==> src/inc/clkgen_regs_pkg.sv <==
// constants, types and register layout for the clock generator control registers
package clkgen_regs_pkg;

   // ---------------------------------------------------------------
   // register map
   // ---------------------------------------------------------------
   localparam logic [7:0] ADDR_PLL_OP     = 8'h1C;
   localparam logic [7:0] ADDR_OUT_CTRL   = 8'h1D;
   localparam logic [7:0] ADDR_PIN_FREQ   = 8'h1E;
   localparam logic [7:0] ADDR_PLL2_LOOP  = 8'h1F;
   localparam logic [7:0] ADDR_FREQ_WD    = 8'h20;
   localparam logic [7:0] ADDR_DIFF_PD    = 8'h21;
   localparam int         REG_COUNT       = 6;
   localparam logic [7:0] REG_LAST        = ADDR_DIFF_PD;
   localparam logic [2:0] IDX_FREQ_WD     = 3'h4;
   // reset values and writable masks, index 0 is the first register
   localparam logic [5:0][7:0] REG_RESET = {8'hB0, 8'h80, 8'h84, 8'h90, 8'h33, 8'h3F};
   localparam logic [5:0][7:0] REG_WMASK = {8'h07, 8'h1E, 8'h0E, 8'hE3, 8'hFF, 8'hFF};

   // ---------------------------------------------------------------
   // field positions
   // ---------------------------------------------------------------
   localparam int BIT_FINE_SPREAD = 7;
   localparam int BIT_REF_SOURCE  = 6;
   localparam int BIT_DIFF1_GATE  = 7;
   localparam int BIT_DIFF2_GATE  = 6;
   localparam int BIT_DIFF1_ON    = 5;
   localparam int BIT_DIFF2_ON    = 4;
   localparam int BIT_DIV4_SOURCE = 3;
   localparam int BIT_SE1_DRIVE   = 2;
   localparam int VDD1_LSB        = 0;
   localparam int BIT_SINGLE1_ON  = 7;
   localparam int PIN_FUNC_LSB    = 5;
   localparam int SOFT_FREQ_LSB   = 0;
   localparam int BIT_LOOP_ORDER  = 3;
   localparam int BIT_CH2_EN      = 2;
   localparam int BIT_THIRD_POLE  = 1;
   localparam int BIT_FREQ_SW_EN  = 4;
   localparam int BIT_WDOG_ON     = 3;
   localparam int WD_SEL_LSB      = 1;
   localparam int BIT_ALARM       = 0;
   localparam int BIT_PD_TRISTATE = 2;
   localparam int BIT_DIFF1_POL   = 1;
   localparam int BIT_DIFF2_POL   = 0;

   // ---------------------------------------------------------------
   // encodings
   // ---------------------------------------------------------------
   localparam logic [1:0] FUNC_SE1_OE       = 2'h0;
   localparam logic [1:0] FUNC_POWER_DOWN   = 2'h1;
   localparam logic [1:0] FUNC_POWER_SAVING = 2'h2;
   localparam logic [1:0] FUNC_FREQ_SELECT  = 2'h3;
   localparam logic [2:0] SHIFT_FINE        = 3'h4;
   localparam logic [2:0] SHIFT_NORMAL      = 3'h0;
   // bus address of the device, value is arbitrary
   localparam logic [6:0] DEV_ADDR_DEFAULT  = 7'h5A;

   // ---------------------------------------------------------------
   // timing
   // ---------------------------------------------------------------
   localparam int CLK_KHZ          = 250000;
   localparam int WD_PERIOD0_MS    = 250;
   localparam int WD_PERIOD1_MS    = 500;
   localparam int WD_PERIOD2_MS    = 2000;
   localparam int WD_PERIOD3_MS    = 4000;
   localparam int WD_PERIOD0_CYCLES = WD_PERIOD0_MS * CLK_KHZ;
   localparam int WD_PERIOD1_CYCLES = WD_PERIOD1_MS * CLK_KHZ;
   localparam int WD_PERIOD2_CYCLES = WD_PERIOD2_MS * CLK_KHZ;
   localparam int WD_PERIOD3_CYCLES = WD_PERIOD3_MS * CLK_KHZ;
   localparam int WD_WIDTH         = 30;

   // ---------------------------------------------------------------
   // types
   // ---------------------------------------------------------------
   typedef enum logic [2:0] {
      LINK_IDLE, LINK_ADDR, LINK_PTR, LINK_WDATA, LINK_RDATA
   } link_state_type;

   typedef struct packed {
      logic [2:0] pll2_step_shift;
      logic       pll2_ref_source;
      logic [5:0] pll_power_lock;
      logic       diff1_enable;
      logic       diff2_enable;
      logic       diff1_tristate;
      logic       diff2_tristate;
      logic       diff1_leg_b_polarity;
      logic       diff2_leg_b_polarity;
      logic       divider4_source;
      logic       single_out1_drive;
      logic       single_out1_enable;
      logic       single_out1_power_saving;
      logic       chip_power_down;
      logic [1:0] freq_index;
      logic       pll2_loop_order;
      logic       pll2_third_pole;
      logic       pll2_channel2_enable;
      logic [1:0] vdd1_level;
      logic       watchdog_alarm;
   } ctrl_out_type;

endpackage

==> src/logic/clock_gen_control_regs.sv <==
// control registers of the clock generator behind a two-wire serial slave
//
// How it works
// [RQ1] fine spread bit shifts step by four
// [RQ2] reference select: crystal or divider two
// [RQ3] gate bit lets second enable gate output1
// [RQ4] gate bit lets second enable gate output2
// [RQ5] enable bits switch differential outputs on
// [RQ6] divider four source: loop two or crystal
// [RQ7] single output drive: normal or strong
// [RQ8] single output enable bit, default on
// [RQ9] two-bit selector assigns multi-function pin role
// [RQ10] soft selector picks frequency set N0-N3
// [RQ11] loop order bit: first or third
// [RQ12] channel two path enable, default on
// [RQ13] watchdog period 250ms to 4s, when enabled
// [RQ14] alarm flag read-only, host cannot write
// [RQ15] power down tri-states outputs when bit set
// [RQ16] flip bit sets second leg polarity
// [RQ17] reserved bits keep and return defaults
`timescale 1ns/1ps
`default_nettype none

module clock_gen_control_regs #(
   parameter int unsigned WD_CYCLES0 = clkgen_regs_pkg::WD_PERIOD0_CYCLES,
   parameter int unsigned WD_CYCLES1 = clkgen_regs_pkg::WD_PERIOD1_CYCLES,
   parameter int unsigned WD_CYCLES2 = clkgen_regs_pkg::WD_PERIOD2_CYCLES,
   parameter int unsigned WD_CYCLES3 = clkgen_regs_pkg::WD_PERIOD3_CYCLES
) (
   input  wire logic                           clk,
   input  wire logic                           reset,
   input  wire logic                           scl_in,
   input  wire logic                           sda_in,
   output var  logic                           sda_out,
   output var  logic                           sda_oe,
   input  wire logic                           multi_pin_in,
   input  wire logic                           oe2_pin_in,
   output var  clkgen_regs_pkg::ctrl_out_type  ctrl
);

   // ---------------------------------------------------------------
   // pin synchronisers
   // ---------------------------------------------------------------
   logic [3:0] pin_raw;
   logic [3:0] s1_q;
   logic [3:0] s2_q;
   logic [3:0] s3_q;
   logic [3:0] filt_q;
   logic       scl_prev_q;
   logic       sda_prev_q;

   assign pin_raw = {oe2_pin_in, multi_pin_in, sda_in, scl_in};

   // three stages, a change counts once stages two and three agree
   for (genvar g = 0; g < 4; g++) begin : g_sync
      always_ff @(posedge clk) begin
         if (reset) begin
            s1_q[g]   <= 1'b1;
            s2_q[g]   <= 1'b1;
            s3_q[g]   <= 1'b1;
            filt_q[g] <= 1'b1;
         end else begin
            s1_q[g] <= pin_raw[g];
            s2_q[g] <= s1_q[g];
            s3_q[g] <= s2_q[g];
            if (s2_q[g] == s3_q[g]) begin
               filt_q[g] <= s3_q[g];
            end
         end
      end
   end

   // previous line levels for edge detection
   always_ff @(posedge clk) begin
      if (reset) begin
         scl_prev_q <= 1'b1;
         sda_prev_q <= 1'b1;
      end else begin
         scl_prev_q <= filt_q[0];
         sda_prev_q <= filt_q[1];
      end
   end

   logic scl_f;
   logic sda_f;
   logic multi_pin;
   logic oe2_pin;
   logic scl_rise;
   logic scl_fall;
   logic bus_start;
   logic bus_stop;

   // bus events from filtered levels
   assign scl_f     = filt_q[0];
   assign sda_f     = filt_q[1];
   assign multi_pin = filt_q[2];
   assign oe2_pin   = filt_q[3];
   assign scl_rise  = scl_f & ~scl_prev_q;
   assign scl_fall  = ~scl_f & scl_prev_q;
   assign bus_start = scl_f & scl_prev_q & sda_prev_q & ~sda_f;
   assign bus_stop  = scl_f & scl_prev_q & ~sda_prev_q & sda_f;

   // ---------------------------------------------------------------
   // serial slave
   // ---------------------------------------------------------------
   clkgen_regs_pkg::link_state_type st_q;
   clkgen_regs_pkg::link_state_type next_st;
   logic [3:0] cnt_q;
   logic [7:0] sh_q;
   logic [7:0] ptr_q;
   logic       ack_q;
   logic       rw_q;
   logic [5:0][7:0] regs_q;
   logic [5:0][7:0] reg_view;
   logic [7:0] rd_byte;
   logic [2:0] idx;
   logic [7:0] ptr_off;
   logic       hit;
   logic       wr_fire;
   logic       load_now;
   logic       alarm_q;

   // address decode, unmapped reads return zero
   assign ptr_off  = ptr_q - clkgen_regs_pkg::ADDR_PLL_OP;
   assign idx      = ptr_off[2:0];
   assign hit      = (ptr_q >= clkgen_regs_pkg::ADDR_PLL_OP) && (ptr_q <= clkgen_regs_pkg::REG_LAST);
   assign rd_byte  = hit ? reg_view[idx] : 8'h00;
   assign next_st  = (st_q == clkgen_regs_pkg::LINK_ADDR) ?
                     (rw_q ? clkgen_regs_pkg::LINK_RDATA : clkgen_regs_pkg::LINK_PTR) :
                     clkgen_regs_pkg::LINK_WDATA;
   assign wr_fire  = scl_fall & (st_q == clkgen_regs_pkg::LINK_WDATA) & (cnt_q == 4'h8) & ~ack_q;
   assign load_now = scl_fall & (((st_q == clkgen_regs_pkg::LINK_RDATA) & (cnt_q == 4'h9)) |
                     ((st_q == clkgen_regs_pkg::LINK_ADDR) & ack_q & rw_q & (cnt_q == 4'h8)));

   // byte engine: shift on rising clock, drive and ack on falling clock
   always_ff @(posedge clk) begin
      if (reset) begin
         st_q  <= clkgen_regs_pkg::LINK_IDLE;
         cnt_q <= 4'h0;
         sh_q  <= 8'h00;
         ptr_q <= 8'h00;
         ack_q <= 1'b0;
         rw_q  <= 1'b0;
         sda_oe <= 1'b0;
      end else if (bus_start) begin
         st_q   <= clkgen_regs_pkg::LINK_ADDR;
         cnt_q  <= 4'h0;
         ack_q  <= 1'b0;
         sda_oe <= 1'b0;
      end else if (bus_stop) begin
         st_q   <= clkgen_regs_pkg::LINK_IDLE;
         ack_q  <= 1'b0;
         sda_oe <= 1'b0;
      end else if (load_now) begin
         st_q   <= clkgen_regs_pkg::LINK_RDATA;
         ack_q  <= 1'b0;
         sda_oe <= ~rd_byte[7];
         sh_q   <= {rd_byte[6:0], 1'b1};
         cnt_q  <= 4'h1;
         ptr_q  <= ptr_q + 8'h01;
      end else if (scl_rise) begin
         if (st_q == clkgen_regs_pkg::LINK_RDATA) begin
            if (cnt_q == 4'h9 && sda_f) begin
               st_q <= clkgen_regs_pkg::LINK_IDLE; // master ends the read
            end
         end else if (st_q != clkgen_regs_pkg::LINK_IDLE && cnt_q < 4'h8) begin
            sh_q  <= {sh_q[6:0], sda_f};
            cnt_q <= cnt_q + 4'h1;
         end
      end else if (scl_fall && st_q == clkgen_regs_pkg::LINK_RDATA) begin
         if (cnt_q == 4'h8) begin
            sda_oe <= 1'b0;
            cnt_q  <= 4'h9;
         end else begin
            sda_oe <= ~sh_q[7];
            sh_q   <= {sh_q[6:0], 1'b1};
            cnt_q  <= cnt_q + 4'h1;
         end
      end else if (scl_fall && st_q != clkgen_regs_pkg::LINK_IDLE && cnt_q == 4'h8) begin
         if (ack_q) begin
            ack_q  <= 1'b0;
            sda_oe <= 1'b0;
            cnt_q  <= 4'h0;
            st_q   <= next_st;
         end else if (st_q == clkgen_regs_pkg::LINK_ADDR) begin
            if (sh_q[7:1] == clkgen_regs_pkg::DEV_ADDR_DEFAULT) begin
               ack_q  <= 1'b1;
               sda_oe <= 1'b1;
               rw_q   <= sh_q[0];
            end else begin
               st_q <= clkgen_regs_pkg::LINK_IDLE;
            end
         end else begin
            ack_q  <= 1'b1;
            sda_oe <= 1'b1;
            ptr_q  <= (st_q == clkgen_regs_pkg::LINK_PTR) ? sh_q : ptr_q + 8'h01;
         end
      end
   end

   // open-drain data line only ever pulls low
   always_ff @(posedge clk) begin
      sda_out <= 1'b0;
   end

   // ---------------------------------------------------------------
   // register file
   // ---------------------------------------------------------------
   // reserved and read-only bits hold their reset value on writes
   for (genvar r = 0; r < clkgen_regs_pkg::REG_COUNT; r++) begin : g_reg
      always_ff @(posedge clk) begin
         if (reset) begin
            regs_q[r] <= clkgen_regs_pkg::REG_RESET[r];
         end else if (wr_fire && hit && idx == 3'(r)) begin
            regs_q[r] <= (sh_q & clkgen_regs_pkg::REG_WMASK[r]) |
                         (clkgen_regs_pkg::REG_RESET[r] & ~clkgen_regs_pkg::REG_WMASK[r]); // [RQ17]
         end
      end
   end

   // read view with the live alarm flag inserted
   always_comb begin
      reg_view = regs_q;
      reg_view[clkgen_regs_pkg::IDX_FREQ_WD][clkgen_regs_pkg::BIT_ALARM] = alarm_q; // [RQ14]
   end

   // named fields
   logic       pll2_fine_spread_en;
   logic       pll2_ref_source;
   logic       diff1_second_enable_gate;
   logic       diff2_second_enable_gate;
   logic       diff1_out_enable;
   logic       diff2_out_enable;
   logic       divider4_source;
   logic       single_out1_drive;
   logic       single_out1_enable;
   logic [1:0] multi_pin_function;
   logic [1:0] soft_freq_select;
   logic       freq_switch_enable;
   logic       pll2_loop_order;
   logic       pll2_channel2_enable;
   logic       watchdog_enable;
   logic [1:0] wd_select;
   logic       diff_pd_tristate;
   logic       diff1_leg_b_polarity;
   logic       diff2_leg_b_polarity;

   assign pll2_fine_spread_en      = regs_q[0][clkgen_regs_pkg::BIT_FINE_SPREAD];
   assign pll2_ref_source          = regs_q[0][clkgen_regs_pkg::BIT_REF_SOURCE];
   assign diff1_second_enable_gate = regs_q[1][clkgen_regs_pkg::BIT_DIFF1_GATE];
   assign diff2_second_enable_gate = regs_q[1][clkgen_regs_pkg::BIT_DIFF2_GATE];
   assign diff1_out_enable         = regs_q[1][clkgen_regs_pkg::BIT_DIFF1_ON];
   assign diff2_out_enable         = regs_q[1][clkgen_regs_pkg::BIT_DIFF2_ON];
   assign divider4_source          = regs_q[1][clkgen_regs_pkg::BIT_DIV4_SOURCE];
   assign single_out1_drive        = regs_q[1][clkgen_regs_pkg::BIT_SE1_DRIVE];
   assign single_out1_enable       = regs_q[2][clkgen_regs_pkg::BIT_SINGLE1_ON];
   assign multi_pin_function       = regs_q[2][clkgen_regs_pkg::PIN_FUNC_LSB +: 2];
   assign soft_freq_select         = regs_q[2][clkgen_regs_pkg::SOFT_FREQ_LSB +: 2];
   assign pll2_loop_order          = regs_q[3][clkgen_regs_pkg::BIT_LOOP_ORDER];
   assign pll2_channel2_enable     = regs_q[3][clkgen_regs_pkg::BIT_CH2_EN];
   assign freq_switch_enable       = regs_q[4][clkgen_regs_pkg::BIT_FREQ_SW_EN];
   assign watchdog_enable          = regs_q[4][clkgen_regs_pkg::BIT_WDOG_ON];
   assign wd_select                = regs_q[4][clkgen_regs_pkg::WD_SEL_LSB +: 2];
   assign diff_pd_tristate         = regs_q[5][clkgen_regs_pkg::BIT_PD_TRISTATE];
   assign diff1_leg_b_polarity     = regs_q[5][clkgen_regs_pkg::BIT_DIFF1_POL];
   assign diff2_leg_b_polarity     = regs_q[5][clkgen_regs_pkg::BIT_DIFF2_POL];

   // ---------------------------------------------------------------
   // watchdog
   // ---------------------------------------------------------------
   logic [clkgen_regs_pkg::WD_WIDTH-1:0] wd_cnt_q;
   logic [clkgen_regs_pkg::WD_WIDTH-1:0] wd_limit;
   logic                                 wd_hit;

   // period per selector code, a register write restarts the count
   assign wd_limit = (wd_select == 2'h0) ? 30'(WD_CYCLES0 - 1) :
                     (wd_select == 2'h1) ? 30'(WD_CYCLES1 - 1) :
                     (wd_select == 2'h2) ? 30'(WD_CYCLES2 - 1) : 30'(WD_CYCLES3 - 1); // [RQ13]
   assign wd_hit   = watchdog_enable & (wd_cnt_q >= wd_limit);

   always_ff @(posedge clk) begin
      if (reset || !watchdog_enable || wr_fire || wd_hit) begin
         wd_cnt_q <= '0; // [RQ13]
      end else begin
         wd_cnt_q <= wd_cnt_q + 30'h1;
      end
   end

   // sticky alarm, set wins over the clear by disabling
   always_ff @(posedge clk) begin
      if (reset) begin
         alarm_q <= 1'b0;
      end else begin
         alarm_q <= wd_hit | (alarm_q & watchdog_enable); // [RQ14]
      end
   end

   // ---------------------------------------------------------------
   // derived controls
   // ---------------------------------------------------------------
   logic                          pin_pd;
   logic                          pin_se1_off;
   clkgen_regs_pkg::ctrl_out_type ctrl_d;

   // multi-function pin roles, low level is the active one
   assign pin_pd      = (multi_pin_function == clkgen_regs_pkg::FUNC_POWER_DOWN) & ~multi_pin; // [RQ9]
   assign pin_se1_off = (multi_pin_function == clkgen_regs_pkg::FUNC_SE1_OE) & ~multi_pin; // [RQ9]

   always_comb begin
      ctrl_d = '0;
      ctrl_d.pll2_step_shift = pll2_fine_spread_en ? clkgen_regs_pkg::SHIFT_FINE :
                               clkgen_regs_pkg::SHIFT_NORMAL; // [RQ1]
      ctrl_d.pll2_ref_source = pll2_ref_source; // [RQ2]
      ctrl_d.pll_power_lock  = regs_q[0][5:0];
      ctrl_d.diff1_enable    = diff1_out_enable & (~diff1_second_enable_gate | oe2_pin)
                               & ~pin_pd; // [RQ3] [RQ5]
      ctrl_d.diff2_enable    = diff2_out_enable & (~diff2_second_enable_gate | oe2_pin)
                               & ~pin_pd; // [RQ4] [RQ5]
      ctrl_d.diff1_tristate  = pin_pd & diff_pd_tristate; // [RQ15]
      ctrl_d.diff2_tristate  = pin_pd & diff_pd_tristate; // [RQ15]
      ctrl_d.diff1_leg_b_polarity = diff1_leg_b_polarity; // [RQ16]
      ctrl_d.diff2_leg_b_polarity = diff2_leg_b_polarity; // [RQ16]
      ctrl_d.divider4_source      = divider4_source; // [RQ6]
      ctrl_d.single_out1_drive    = single_out1_drive; // [RQ7]
      ctrl_d.single_out1_enable   = single_out1_enable & ~pin_se1_off & ~pin_pd; // [RQ8]
      ctrl_d.single_out1_power_saving =
         (multi_pin_function == clkgen_regs_pkg::FUNC_POWER_SAVING) & ~multi_pin; // [RQ9]
      ctrl_d.chip_power_down = pin_pd;
      ctrl_d.freq_index = (freq_switch_enable &&
                           multi_pin_function == clkgen_regs_pkg::FUNC_FREQ_SELECT) ?
                          {soft_freq_select[1], multi_pin} : soft_freq_select; // [RQ10]
      ctrl_d.pll2_loop_order      = pll2_loop_order; // [RQ11]
      ctrl_d.pll2_third_pole      = regs_q[3][clkgen_regs_pkg::BIT_THIRD_POLE];
      ctrl_d.pll2_channel2_enable = pll2_channel2_enable; // [RQ12]
      ctrl_d.vdd1_level           = regs_q[1][clkgen_regs_pkg::VDD1_LSB +: 2];
      ctrl_d.watchdog_alarm       = alarm_q;
   end

   // registered control outputs
   always_ff @(posedge clk) begin
      if (reset) begin
         ctrl <= '0;
      end else begin
         ctrl <= ctrl_d;
      end
   end

   // ---------------------------------------------------------------
   // assertions
   // ---------------------------------------------------------------
   property p_fine_shift;
      @(posedge clk) disable iff (reset)
      pll2_fine_spread_en |=> ctrl.pll2_step_shift == clkgen_regs_pkg::SHIFT_FINE;
   endproperty
   a_fine_shift: assert property (p_fine_shift) else $error("fine spread shift wrong"); // [RQ1]

   property p_ref_source;
      @(posedge clk) disable iff (reset)
      ##1 ctrl.pll2_ref_source == $past(pll2_ref_source);
   endproperty
   a_ref_source: assert property (p_ref_source) else $error("reference source wrong"); // [RQ2]

   property p_diff1_gate;
      @(posedge clk) disable iff (reset)
      diff1_second_enable_gate && !oe2_pin |=> !ctrl.diff1_enable;
   endproperty
   a_diff1_gate: assert property (p_diff1_gate) else $error("output1 not gated"); // [RQ3]

   property p_diff2_ungated;
      @(posedge clk) disable iff (reset)
      !diff2_second_enable_gate && diff2_out_enable && !pin_pd |=> ctrl.diff2_enable;
   endproperty
   a_diff2_ungated: assert property (p_diff2_ungated) else $error("output2 wrongly off"); // [RQ4]

   property p_diff_enable;
      @(posedge clk) disable iff (reset)
      !diff1_out_enable |=> !ctrl.diff1_enable;
   endproperty
   a_diff_enable: assert property (p_diff_enable) else $error("output1 enable ignored"); // [RQ5]

   property p_se1_enable;
      @(posedge clk) disable iff (reset)
      !single_out1_enable |=> !ctrl.single_out1_enable;
   endproperty
   a_se1_enable: assert property (p_se1_enable) else $error("single output enable"); // [RQ8]

   property p_wd_bound;
      @(posedge clk) disable iff (reset)
      wd_cnt_q <= wd_limit || !watchdog_enable;
   endproperty
   a_wd_bound: assert property (p_wd_bound) else $error("watchdog overran period"); // [RQ13]

   property p_alarm_cause;
      @(posedge clk) disable iff (reset)
      $rose(alarm_q) |-> $past(watchdog_enable) && $past(wd_cnt_q) >= $past(wd_limit);
   endproperty
   a_alarm_cause: assert property (p_alarm_cause) else $error("alarm without timeout"); // [RQ14]

   property p_pd_tristate;
      @(posedge clk) disable iff (reset)
      pin_pd && diff_pd_tristate |=> ctrl.diff1_tristate && ctrl.diff2_tristate;
   endproperty
   a_pd_tristate: assert property (p_pd_tristate) else $error("no tri-state in power down"); // [RQ15]

   property p_reserved;
      @(posedge clk) disable iff (reset)
      wr_fire && hit |=> ((regs_q[$past(idx)] ^ clkgen_regs_pkg::REG_RESET[$past(idx)])
                          & ~clkgen_regs_pkg::REG_WMASK[$past(idx)]) == 8'h00;
   endproperty
   a_reserved: assert property (p_reserved) else $error("reserved bit changed"); // [RQ17]

   c_write: cover property (@(posedge clk) disable iff (reset) wr_fire && hit);
   c_read:  cover property (@(posedge clk) disable iff (reset) load_now);
   c_alarm: cover property (@(posedge clk) disable iff (reset) $rose(alarm_q));
   c_pd:    cover property (@(posedge clk) disable iff (reset) ctrl.diff1_tristate);

endmodule

`default_nettype wire

==> config.mk <==
export PLATFORM = sky130hd
export DESIGN_NAME = clock_gen_control_regs
export DESIGN_NICKNAME = d
export VERILOG_FILES = /design/src/inc/clkgen_regs_pkg.sv /design/src/logic/clock_gen_control_regs.sv
export SDC_FILE = /design/constraint.sdc
export NUM_CORES = 1
export LEC_CHECK = 0
export BUFFER_PORTS_ARGS = -buffer_cell sky130_fd_sc_hd__buf_2
export CAP_MARGIN = 10
export CORE_MARGIN = 8
export CORE_UTILIZATION = 50
export CTS_BUF_LIST = sky130_fd_sc_hd__clkbuf_2
export DETAILED_ROUTE_END_ITERATION = 12
export PLACE_DENSITY = 0.78
export SLEW_MARGIN = 0
export SYNTH_ARGS = -nofsm -noshare
export SYNTH_HDL_FRONTEND = slang
export SYNTH_SLANG_ARGS = --single-unit
==> constraint.sdc <==
create_clock -name clk -period 4.3 [get_ports clk]
set_input_delay 0.215 -clock clk [delete_from_list [all_inputs] [get_ports clk]]
set_output_delay 0.215 -clock clk [all_outputs]
set_load 0.01 [all_outputs]
==> reports/summary.txt, run 1 <==
Clock network power share = 37.3%
Pre-CTS setup slack = 1.45 ns
Wl on met1 = 6830 um
Multi-input logic area = 3620 um2
Synth Register Bits = 132
Leak = 0.00276 uW
Mapped Cells = 714
GR Overflow Total = 0
CP startpoint kind = flip-flop
Vias in the first global route = 5117
Die area = 16900 um2
Setup Fix Bufs, Post-CTS = 0
Worst-margin pin slew = 1.11 ns
Pre-antenna DRT Iters = 5
Min-Delay Path Depth = 3
Final hold vios = 0
Synth Area per Inst = 9.09 um2
Met2 WL = 6970 um
Outcome = finished, final reports clean
Final Util = 55.8%
Final ANT Viol Nets = 0
Largest cells by area after synthesis = dfxtp_1 41%, ha_1 7.5%, mux2i_1 6.0%, nor3_1 3.5%, xnor2_1 3.0%
TNS Setup = 0 ns
H-tree Lvls = 4
Worst Hold Launch = oe2_pin_in
Die width = 130 um
Port Buf Inserts = 33
Capture point of the worst reg-to-reg path = wd_cnt_q[16]
Critical path, cell by cell = inv_1 > ha_1 > or2_2 > ha_1 > a21oi_1 > o21ai_0 > a221oi_1 > nand3_1 > buf_4 > nor3_1
Metal3 WL = 1070 um
Routed length per instance = 16.4 um
Die Y = 130 um
Pin count of the biggest net entering global routing = 69
Worst Reg2Reg Path Length in Cells = 10
Post-Synth Simple-Gate Area = 23.6%
Sw frac = 23.1%
RSZ-0062 raised after global routing = false
Hold Path Sink = s1_q[3]
Reg area = 2640 um2
Gate power share = 2.1%
Class of the worst hold path = input port to flip-flop
Initial Util = 51.2%
Post-synthesis sequential area ratio = 40.7%
Post-synth EDFFs = 0
Initial antenna violation count = 0
Clock sink total = 132
Final min period = 2.90 ns
Period utilisation layout = 67.4%
Final slew viol count = 0
Largest area contributor in the synthesized netlist = dfxtp_1
Fmax = 0.345 GHz
# diodes = 0
NetSw = 471 uW
First-pass GRT wire length = 25100 um
XOR/XNOR Fraction of Synth Area = 3.91%
Worst vdd ir = 225 uV
Root buf cell = clkbuf_2
Internal reg-to-reg setup slack = 1.40 ns
P_int = 1570 uW
Synth warnings = 0
Max-cap violations = 0
Count of final setup violators = 0
Asr flop ratio synth = 0%
Total Power = 2040 uW
Slew HR = 25.5%
Cell Pwr Density = 289 nW/um2
HPWL Detailed = 10800 um
CP Max Fanout = 30
Nets = 786
Critical path class = flip-flop to flip-flop
Latest clock arrival within the worst-skew pair = 0.72 ns
Cts bufs inserted = 17
PnR worst setup slack = 1.40 ns
Yosys top cell area share = 40.7%
Distinct cells, synth = 67
Vias per inst = 5.81
CP required = 4.93 ns
DR vias = 5378
Largest family of logic cells by synthesized area = simple AND/OR/NAND/NOR gates
IO Pins = 37
DRC errors left = 0
CP most frequent cell = ha_1
Tot GR Track Use = 18.6%
Fraction of synthesized area in multiplexers = 7.58%
Worst-path clk slew = 0.19 ns
Top routing layer in use = met4
Adder-Cell Fraction of Synth Area = 7.52%
P&R area growth vs syn = 8.85%
Final setup skew = 0.0242 ns
Reg power frac = 60.6%
CTS tree = yes
Mapped cell area = 6490 um2
Slowest stage cell, crit path = dfxtp_1
Reg-to-Reg Start = reg_view[33]
Post-synthesis compound-gate area fraction = 12.8%
CTS max path bufs = 2
Routed wire length = 15200 um
Total core area = 12700 um2
CP arrival = 3.53 ns
Crit path capture type = flip-flop
DR iter-0 viols = 371
Fill cells = 1140
Gpl congestion = 0.891
Top FF cell, synth = dfxtp_1
Layout cells sized above 1 = 13.8%
Cell Rows = 41
CP max stage delay = 0.57 ns
## layout make-up
cell class	instances	share of cell area [%]
multi-input combinational	524	51.2
clock inverter	12	1.95
timing repair buffer	46	3.90
clock buffer	20	1.42
inverter	20	1.06
sequential	132	37.4
tap	172	3.05
## metal layers
layer	global-route usage (%)	up-vias
li1	-	2620
met1	23.8	2544
met2	29.5	185
met3	4.98	29
met4	6.76	0
met5	0	-
## power by group through the flow
| stage | combinational [uW] | clock (uW) | sequential (uW) |
|---|---|---|---|
| finish | 42.4 | 762 | 1240 |
| global route | 46.7 | 824 | 1240 |
| CTS | 42.6 | 780 | 1240 |
| detailed placement | 38.9 | 0 | 1260 |
| global placement | 38.8 | 0 | 1260 |
| floorplan | 23.4 | 0 | 1270 |
## worst max-delay path by stage
stage	end	from	slack (ns)	depth (start not counted)
after global routing	wd_cnt_q[23]	reg_view[33]	1.21	10
after global placement	alarm_q	reg_view[33]	1.57	10
after floorplan	wd_cnt_q[10]	reg_view[33]	1.69	10
after CTS	wd_cnt_q[23]	reg_view[33]	1.40	10
after detailed placement	wd_cnt_q[16]	reg_view[34]	1.45	10
final	wd_cnt_q[16]	reg_view[33]	1.40	10
## layout by cell type, fill, tap and decap left out, drive strengths merged, types with 22 or more instances in the layout
master and instances:
xnor2 22, nor2 50, nor3 46, nor2b 25
o21ai 26, dfxtp 132, nand2 50, mux2i 39
nand3 23, a21oi 35, buf 41, ha 39
## synth_stat cells, types with 3 or more instances
master and number:
dfxtp_1 132, mux2_2 3, xor2_1 7, o21ai_0 26
o211ai_1 4, nand2_1 50, nor4_1 10, nor2b_1 25
nor2_1 50, or3_1 6, mux2i_1 39, mux4_2 3
a31oi_1 9, a21oi_1 35, nand4bb_1 3, xnor2_1 22
nand4_1 14, and4_1 5, nand3_1 23, a22oi_1 4
nor3b_1 6, ha_1 39, inv_1 20, and2_1 4
or2_2 17, o31ai_1 3, clkbuf_1 33, a21o_1 4
and3_1 9, buf_4 6, a211oi_1 9, nand2b_1 7
nor3_1 46
## state kept, by name (all words and copies together), names as in the netlist, 2 cells and up
register	cells
wd_cnt_q	30
ctrl_d	16
st_q	3
s3_q	4
multi_pin_function	2
s2_q	4
s1_q	4
sh_q	8
cnt_q	4
ptr_q	8
reg_view	6
ctrl	26
## critical path: cells and delay by family (launching register included)
kind	cells	cell delay [ns]
adders and majority gates	2	0.53
buffers and inverters	2	0.47
DFF	1	0.57
and+or+nand+nor	3	0.68
AOI/OAI and AO/OA	3	0.55
## cells by family after synthesis
| family | count (synthesis) |
|---|---|
| adder cells (fa/ha/maj) | 39 |
| multiplexers | 45 |
| flip-flops | 132 |
| XOR/XNOR | 29 |
| AO/OA/AOI/OAI | 122 |
| buffers and inverters | 60 |
| other | 1 |
| AND/OR/NAND/NOR | 286 |
## stage by stage
stage,instances,area (um2),hold slack [ns]
after CTS,926,7060,0.152
after floorplan,716,6500,0.319
after detailed placement,889,6780,0.396
final,926,7060,0.207
after global placement,889,6780,0.393
after global routing,926,7060,0.189
## what timing repair did
| action | in CTS | in global routing |
|---|---|---|
| resized for setup | 0 | 0 |
| hold buffers | 5 | 0 |
| hold endpoints to repair | 13 | 0 |
Note: power is estimated with default switching activity, not from simulation.
==> run 2: changes to the inputs <==
Clock period 4.3 ns to 2.86 ns, I/O delays scaled along.
==> run 2 against run 1 <==
  * Non-clock buffer count rose by 9
  * Fmax rose by 11%
  * Combinational power rose by 50%
  * Clock power rose by 63%
  * Worst hold slack got worse by 0.088 ns
  * Critical endpoint is now wd_cnt_q[25]
  * Largest cell class unchanged
==> reports/summary.txt, run 2 (same netlist as run 1, synthesis figures left out) <==
Outcome = finished, final reports clean
Reg power frac = 58.9% (-1.7 points)
Vias in the first global route = 5240 (+2.4%)
Largest register FFs = 30 (unchanged)
Layout cells sized above 1 = 15.5% (+1.7 points)
RSZ-0062 raised after global routing = false
Crit path capture type = flip-flop
Leading cell type in the layout, fill and taps excluded = dfxtp_1
CP startpoint kind = flip-flop
# diodes = 0 (unchanged)
Leak = 0.00282 uW (+2.3%)
Nets = 795 (+1.1%)
Sw frac = 24.7% (+1.6 points)
IO Pins = 37 (unchanged)
Pin count of the biggest net entering global routing = 38 (-45%)
CP max stage delay = 0.39 ns (-0.18 ns)
Cell Pwr Density = 441 nW/um2 (+52%)
NetSw = 781 uW (+66%)
CP arrival = 3.20 ns (-0.33 ns)
Latest clock arrival within the worst-skew pair = 0.72 ns (about the same)
Internal reg-to-reg setup slack = 0.24 ns (-1.16 ns)
Max-cap violations = 0 (unchanged)
Gate power share = 2.0% (about the same)
Setup Fix Bufs, Post-CTS = 0 (unchanged)
Clock sink total = 132 (unchanged)
Cts bufs inserted = 17 (unchanged)
Reg area = 2640 um2 (unchanged)
Critical path class = flip-flop to flip-flop
Period utilisation layout = 91.6% (+24 points)
Initial antenna violation count = 0 (unchanged)
Final setup skew = 0.0435 ns (+0.0192 ns)
Fmax = 0.382 GHz (+11%)
Critical path, cell by cell = inv_1 > ha_1 > or2_2 > ha_1 > nand2_1 > nor3_1 > nand2_1 > o32ai_2 > buf_12 > nor3_1
Routed wire length = 15000 um (-1.3%)
Final slew viol count = 0 (unchanged)
Root buf cell = clkbuf_2
Slew HR = 45.7% (+20 points)
P&R area growth vs syn = 10.7%
Tot GR Track Use = 18.7% (+0.099 points)
DR iter-0 viols = 429 (+16%)
DR vias = 5379 (+0.019%)
Routed length per instance = 16.0 um (-2.3%)
Most frequent cells in the layout = 132 x dfxtp_1, 50 x nor2_1, 50 x nand2_1
Port Buf Inserts = 33 (unchanged)
HPWL Detailed = 10600 um (-1.8%)
P_int = 2390 uW (+52%)
Final ANT Viol Nets = 0 (unchanged)
Slowest stage cell, crit path = o32ai_2
Placed cell areas = 6860 um2 (+1.2%)
Die Y = 130 um (unchanged)
Fill cells = 1128 (-1.1%)
Gpl congestion = 0.852 (-4.3%)
Die area = 16900 um2 (unchanged)
Total core area = 12700 um2 (unchanged)
Largest Register = wd_cnt_q
Cell Rows = 41 (unchanged)
First-pass GRT wire length = 25400 um (+1.4%)
CTS max path bufs = 2 (unchanged)
CP required = 3.44 ns (-1.49 ns)
Multi-input logic area = 3620 um2 (+0.17%)
Initial Util = 51.2% (unchanged)
CP Max Fanout = 30 (unchanged)
Vias per inst = 5.75 (-0.94%)
CTS tree = yes
Final Util = 56.7% (+0.93 points)
Final min period = 2.62 ns (-0.278 ns)
Pre-antenna DRT Iters = 5 (unchanged)
Worst-margin pin slew = 0.814 ns (-0.300 ns)
Final hold vios = 0 (unchanged)
Clock network power share = 39.1% (+1.8 points)
Worst vdd ir = 339 uV (+51%)
Design area = 7180 um2 (+1.7%)
Worst-path clk slew = 0.23 ns (+0.04 ns)
H-tree Lvls = 4 (unchanged)
Die width = 130 um (unchanged)
DRC errors left = 0 (unchanged)
TNS Setup = 0 ns (unchanged)
GR Overflow Total = 0 (unchanged)
Count of final setup violators = 0 (unchanged)
Class of the worst hold path = input port to flip-flop
Total Power = 3170 uW (+55%)
## run 2: changes by cell type in the layout (fill, tap and decap cells not counted), sizes merged
cell / previous run / this run
inv: 20 / 23
buf: 41 / 50
clkbuf: 20 / 18
clkinv: 6 / 5
## run 2: cell type report
cell class                      count  share of cell area, %
Clock buffer                       18                   1.25
Timing Repair Buffer               55                   4.95
Clock inverter                     14                   2.49
Multi-Input combinational cell    524                   50.5
Tap cell                          172                   3.00
Inverter                           20                   1.05
Sequential cell                   132                   36.8
## run 2: worst paths after layout
path | end | from | cells past startpoint
worst max-delay path | wd_cnt_q[25] | reg_view[34] | 10
worst min-delay path | s1_q[0] | scl_in | 3
worst max register to register | wd_cnt_q[25] | reg_view[34] | 10
worst min register to register | s2_q[2] | s1_q[2] | 1
## run 2: stage by stage
step           setup slack, ns  std cells  hold slack (ns)
4_1_cts                  0.246        935           0.0692
6_report                 0.240        935            0.119
5_1_grt                 0.0265        935           0.0482
2_1_floorplan            0.248        716            0.247
3_5_place_dp             0.279        898            0.328
3_3_place_gp             0.374        898            0.324
## run 2: power by group through the flow
stage               clock network, uW  registers [uW]  logic, uW
floorplan                           0            1910       35.2
global placement                    0            1900       57.3
detailed placement                  0            1900       58.1
CTS                              1260            1860       63.4
global route                     1340            1870       70.1
finish                           1240            1860       63.5
## run 2: critical path: cells and delay by family (launching register included)
family	cells	cell delay, ns
buffers and inverters	2	0.30
flip-flops	1	0.38
AND/OR/NAND/NOR	5	0.84
AO/OA/AOI/OAI	1	0.39
adder cells (fa/ha/maj)	2	0.56
## run 2: per-layer routing
layer	vias up	share of wire (%)	GRT usage [%]
met3	21	6.6	4.86
met5	-	0	0
met1	2537	45	23.6
met2	180	47	30.5
met4	0	1.3	6.15
li1	2641	-	-
## run 2: timing repair
action	in CTS	in global routing
resized for setup	0	1
endpoints found under the setup margin	0	9
hold buffers	5	0
endpoints found under the hold margin	62	0
==> run 3: changes to the inputs <==
Settings changed: GPL_ROUTABILITY_DRIVEN from default to 0, REMOVE_ABC_BUFFERS from default to 1, SETUP_SLACK_MARGIN from default to 0.3.
==> run 3 against run 2 <==
  * First-iteration DRC count increased by 42%
  * Combinational power grew 4.9%
  * Clock skew fell by 0.0043 ns
  * Sequential power is essentially flat
  * Clock power shrank 15%
  * Cell area increased by 2.7%
  * Non-clock buffer count is 10 higher
  * Flip-flop and latch count unchanged
  * Largest cell class unchanged
  * Highest routed layer unchanged
==> reports/summary.txt, run 3 (same netlist as run 1, synthesis figures left out) <==
Outcome = finished, final reports clean
Pin count of the biggest net entering global routing = 51 (+34%)
Final min period = 2.56 ns (-0.0590 ns)
DRC errors left = 0 (unchanged)
Fmax = 0.390 GHz (+2.3%)
CP required = 3.50 ns (+0.06 ns)
Critical path class = flip-flop to flip-flop
Slowest stage cell, crit path = dfxtp_4
NetSw = 776 uW (-0.66%)
Reg power frac = 62.6% (+3.7 points)
Cell Rows = 41 (unchanged)
Crit path capture type = flip-flop
CP Max Fanout = 15 (-50%)
Routed length per instance = 17.0 um (+6.4%)
Final Util = 58.2% (+1.5 points)
Class of the worst hold path = input port to flip-flop
Placed Instances = 899 (+0.11%)
Nets = 805 (+1.3%)
Root buf cell = clkbuf_2
Layout cells sized above 1 = 17.9% (+2.4 points)
Critical path, cell by cell = inv_2 > ha_1 > inv_1 > ha_1 > a21oi_1 > o21ai_1 > a221oi_2 > nand3_2 > clkbuf_16 > nor3_2
P_int = 2200 uW (-7.7%)
Clock network power share = 35.2% (-3.9 points)
Tot GR Track Use = 18.5% (-0.17 points)
CTS tree = yes
GR Overflow Total = 0 (unchanged)
Placed cell areas = 6850 um2 (about the same)
Worst Reg2Reg Path Length in Cells = 10 (unchanged)
Final slew viol count = 0 (unchanged)
CTS max path bufs = 2 (unchanged)
Vias per inst = 5.94 (+3.3%)
Design area = 7370 um2 (+2.7%)
Largest Register = wd_cnt_q
H-tree Lvls = 4 (unchanged)
Initial Util = 51.2% (unchanged)
Cts bufs inserted = 17 (unchanged)
Die width = 130 um (unchanged)
Die Y = 130 um (unchanged)
DR iter-0 viols = 609 (+42%)
PnR worst setup slack = 0.299 ns (+0.0590 ns)
Gate power share = 2.2% (+0.2 points)
CP most frequent cell = ha_1
Initial antenna violation count = 0 (unchanged)
Leading cell type in the layout, fill and taps excluded = dfxtp_1
Latest clock arrival within the worst-skew pair = 0.70 ns (-0.02 ns)
Die area = 16900 um2 (unchanged)
Total Power = 2980 uW (-5.9%)
CP arrival = 3.20 ns (about the same)
P&R area growth vs syn = 13.6%
Pre-antenna DRT Iters = 5 (unchanged)
Max-cap violations = 0 (unchanged)
Cell Pwr Density = 404 nW/um2 (-8.4%)
Final hold vios = 0 (unchanged)
Leak = 0.00290 uW (+2.9%)
Worst vdd ir = 331 uV (-2.3%)
Total core area = 12700 um2 (unchanged)
Min-Delay Path Depth = 3 (unchanged)
Slew HR = 48.5% (+2.9 points)
RSZ-0062 raised after global routing = true
CP max stage delay = 0.42 ns (+0.03 ns)
Vias in the first global route = 5313 (+1.4%)
Period utilisation layout = 89.6% (-2.1 points)
Routed wire length = 16100 um (+7.5%)
Clock sink total = 132 (unchanged)
Worst-margin pin slew = 0.771 ns (-0.0427 ns)
IO Pins = 37 (unchanged)
Most frequent cells in the layout = 130 x dfxtp_1, 49 x nor2_1, 49 x nand2_1
Final ANT Viol Nets = 0 (unchanged)
Finished Layout Cells = 945 (+1.1%)
First-pass GRT wire length = 25200 um (-0.95%)
Worst-path clk slew = 0.21 ns (-0.02 ns)
Pre-CTS setup slack = 0.293 ns (+0.0140 ns)
Largest register FFs = 30 (unchanged)
DR vias = 5615 (+4.4%)
Sw frac = 26.0% (+1.4 points)
HPWL Detailed = 10700 um (+0.68%)
# diodes = 0 (unchanged)
CP startpoint kind = flip-flop
Port Buf Inserts = 33 (unchanged)
Final setup skew = 0.0392 ns (-0.00429 ns)
Count of final setup violators = 0 (unchanged)
-- run 3: changes by cell type in the layout (fill, tap and decap cells not counted), sizes merged --
cell         delta
buf             +4
bufinv          -2
clkbuf          +2
clkinv          +2
dlygate4sd3     +3
inv             +1
-- run 3: timing repair --
item | in CTS | in global routing
hold endpoints to repair | 20 | 0
setup endpoints to repair | 5 | 57
gates resized for setup | 3 | 26
setup buffers | 0 | 2
gates cloned | 0 | 4
hold buffers | 8 | 0
pin swaps | 0 | 4
-- run 3: worst max-delay path: cells and delay by family, from the launching register on --
family / cells / cell delay, ns
AOI/OAI and AO/OA: 3 / 0.65
buffers and inverters: 3 / 0.39
adders and majority gates: 2 / 0.62
and+or+nand+nor: 2 / 0.42
DFF: 1 / 0.42
-- run 3: final cells by class --
type,instances,area (um2)
clock buffers,17,85.1
clock inverters,15,131
fillers,1088,5300
inverters,20,75.1
multi-input cells,524,3720
flip-flops and latches,132,2650
well taps,172,215
repair buffers,65,503
-- run 3: through the flow --
stage,setup TNS (ns),hold WS [ns]
after CTS,0,0.104
final,0,0.164
after global placement,0,0.325
after global routing,0,0.103
after detailed placement,0,0.328
after floorplan,-33.29,0.212
-- run 3: power groups by stage --
stage          combinational [uW]  clock (uW)  sequential, uW
6_report                     66.6        1050            1860
5_1_grt                      73.4        1160            1870
4_1_cts                      66.9        1080            1860
3_5_place_dp                 58.8           0            1900
3_3_place_gp                 58.0           0            1900
2_1_floorplan                19.1           0            1910
-- run 3: final timing paths --
path | end | start | slack [ns]
max | wd_cnt_q[20] | reg_view[33] | 0.30
min | s1_q[2] | multi_pin_in | 0.16
max reg2reg | wd_cnt_q[20] | reg_view[33] | 0.30
min reg2reg | s2_q[2] | s1_q[2] | 0.41
-- run 3: layer usage --
metal / GRT usage, % / routed length, um / vias up
li1: - / - / 2665
met1: 22.9 / 6930 / 2673
met2: 29.5 / 7610 / 231
met3: 4.90 / 1100 / 46
met4: 8.95 / 450 / 0
met5: 0 / 0 / -
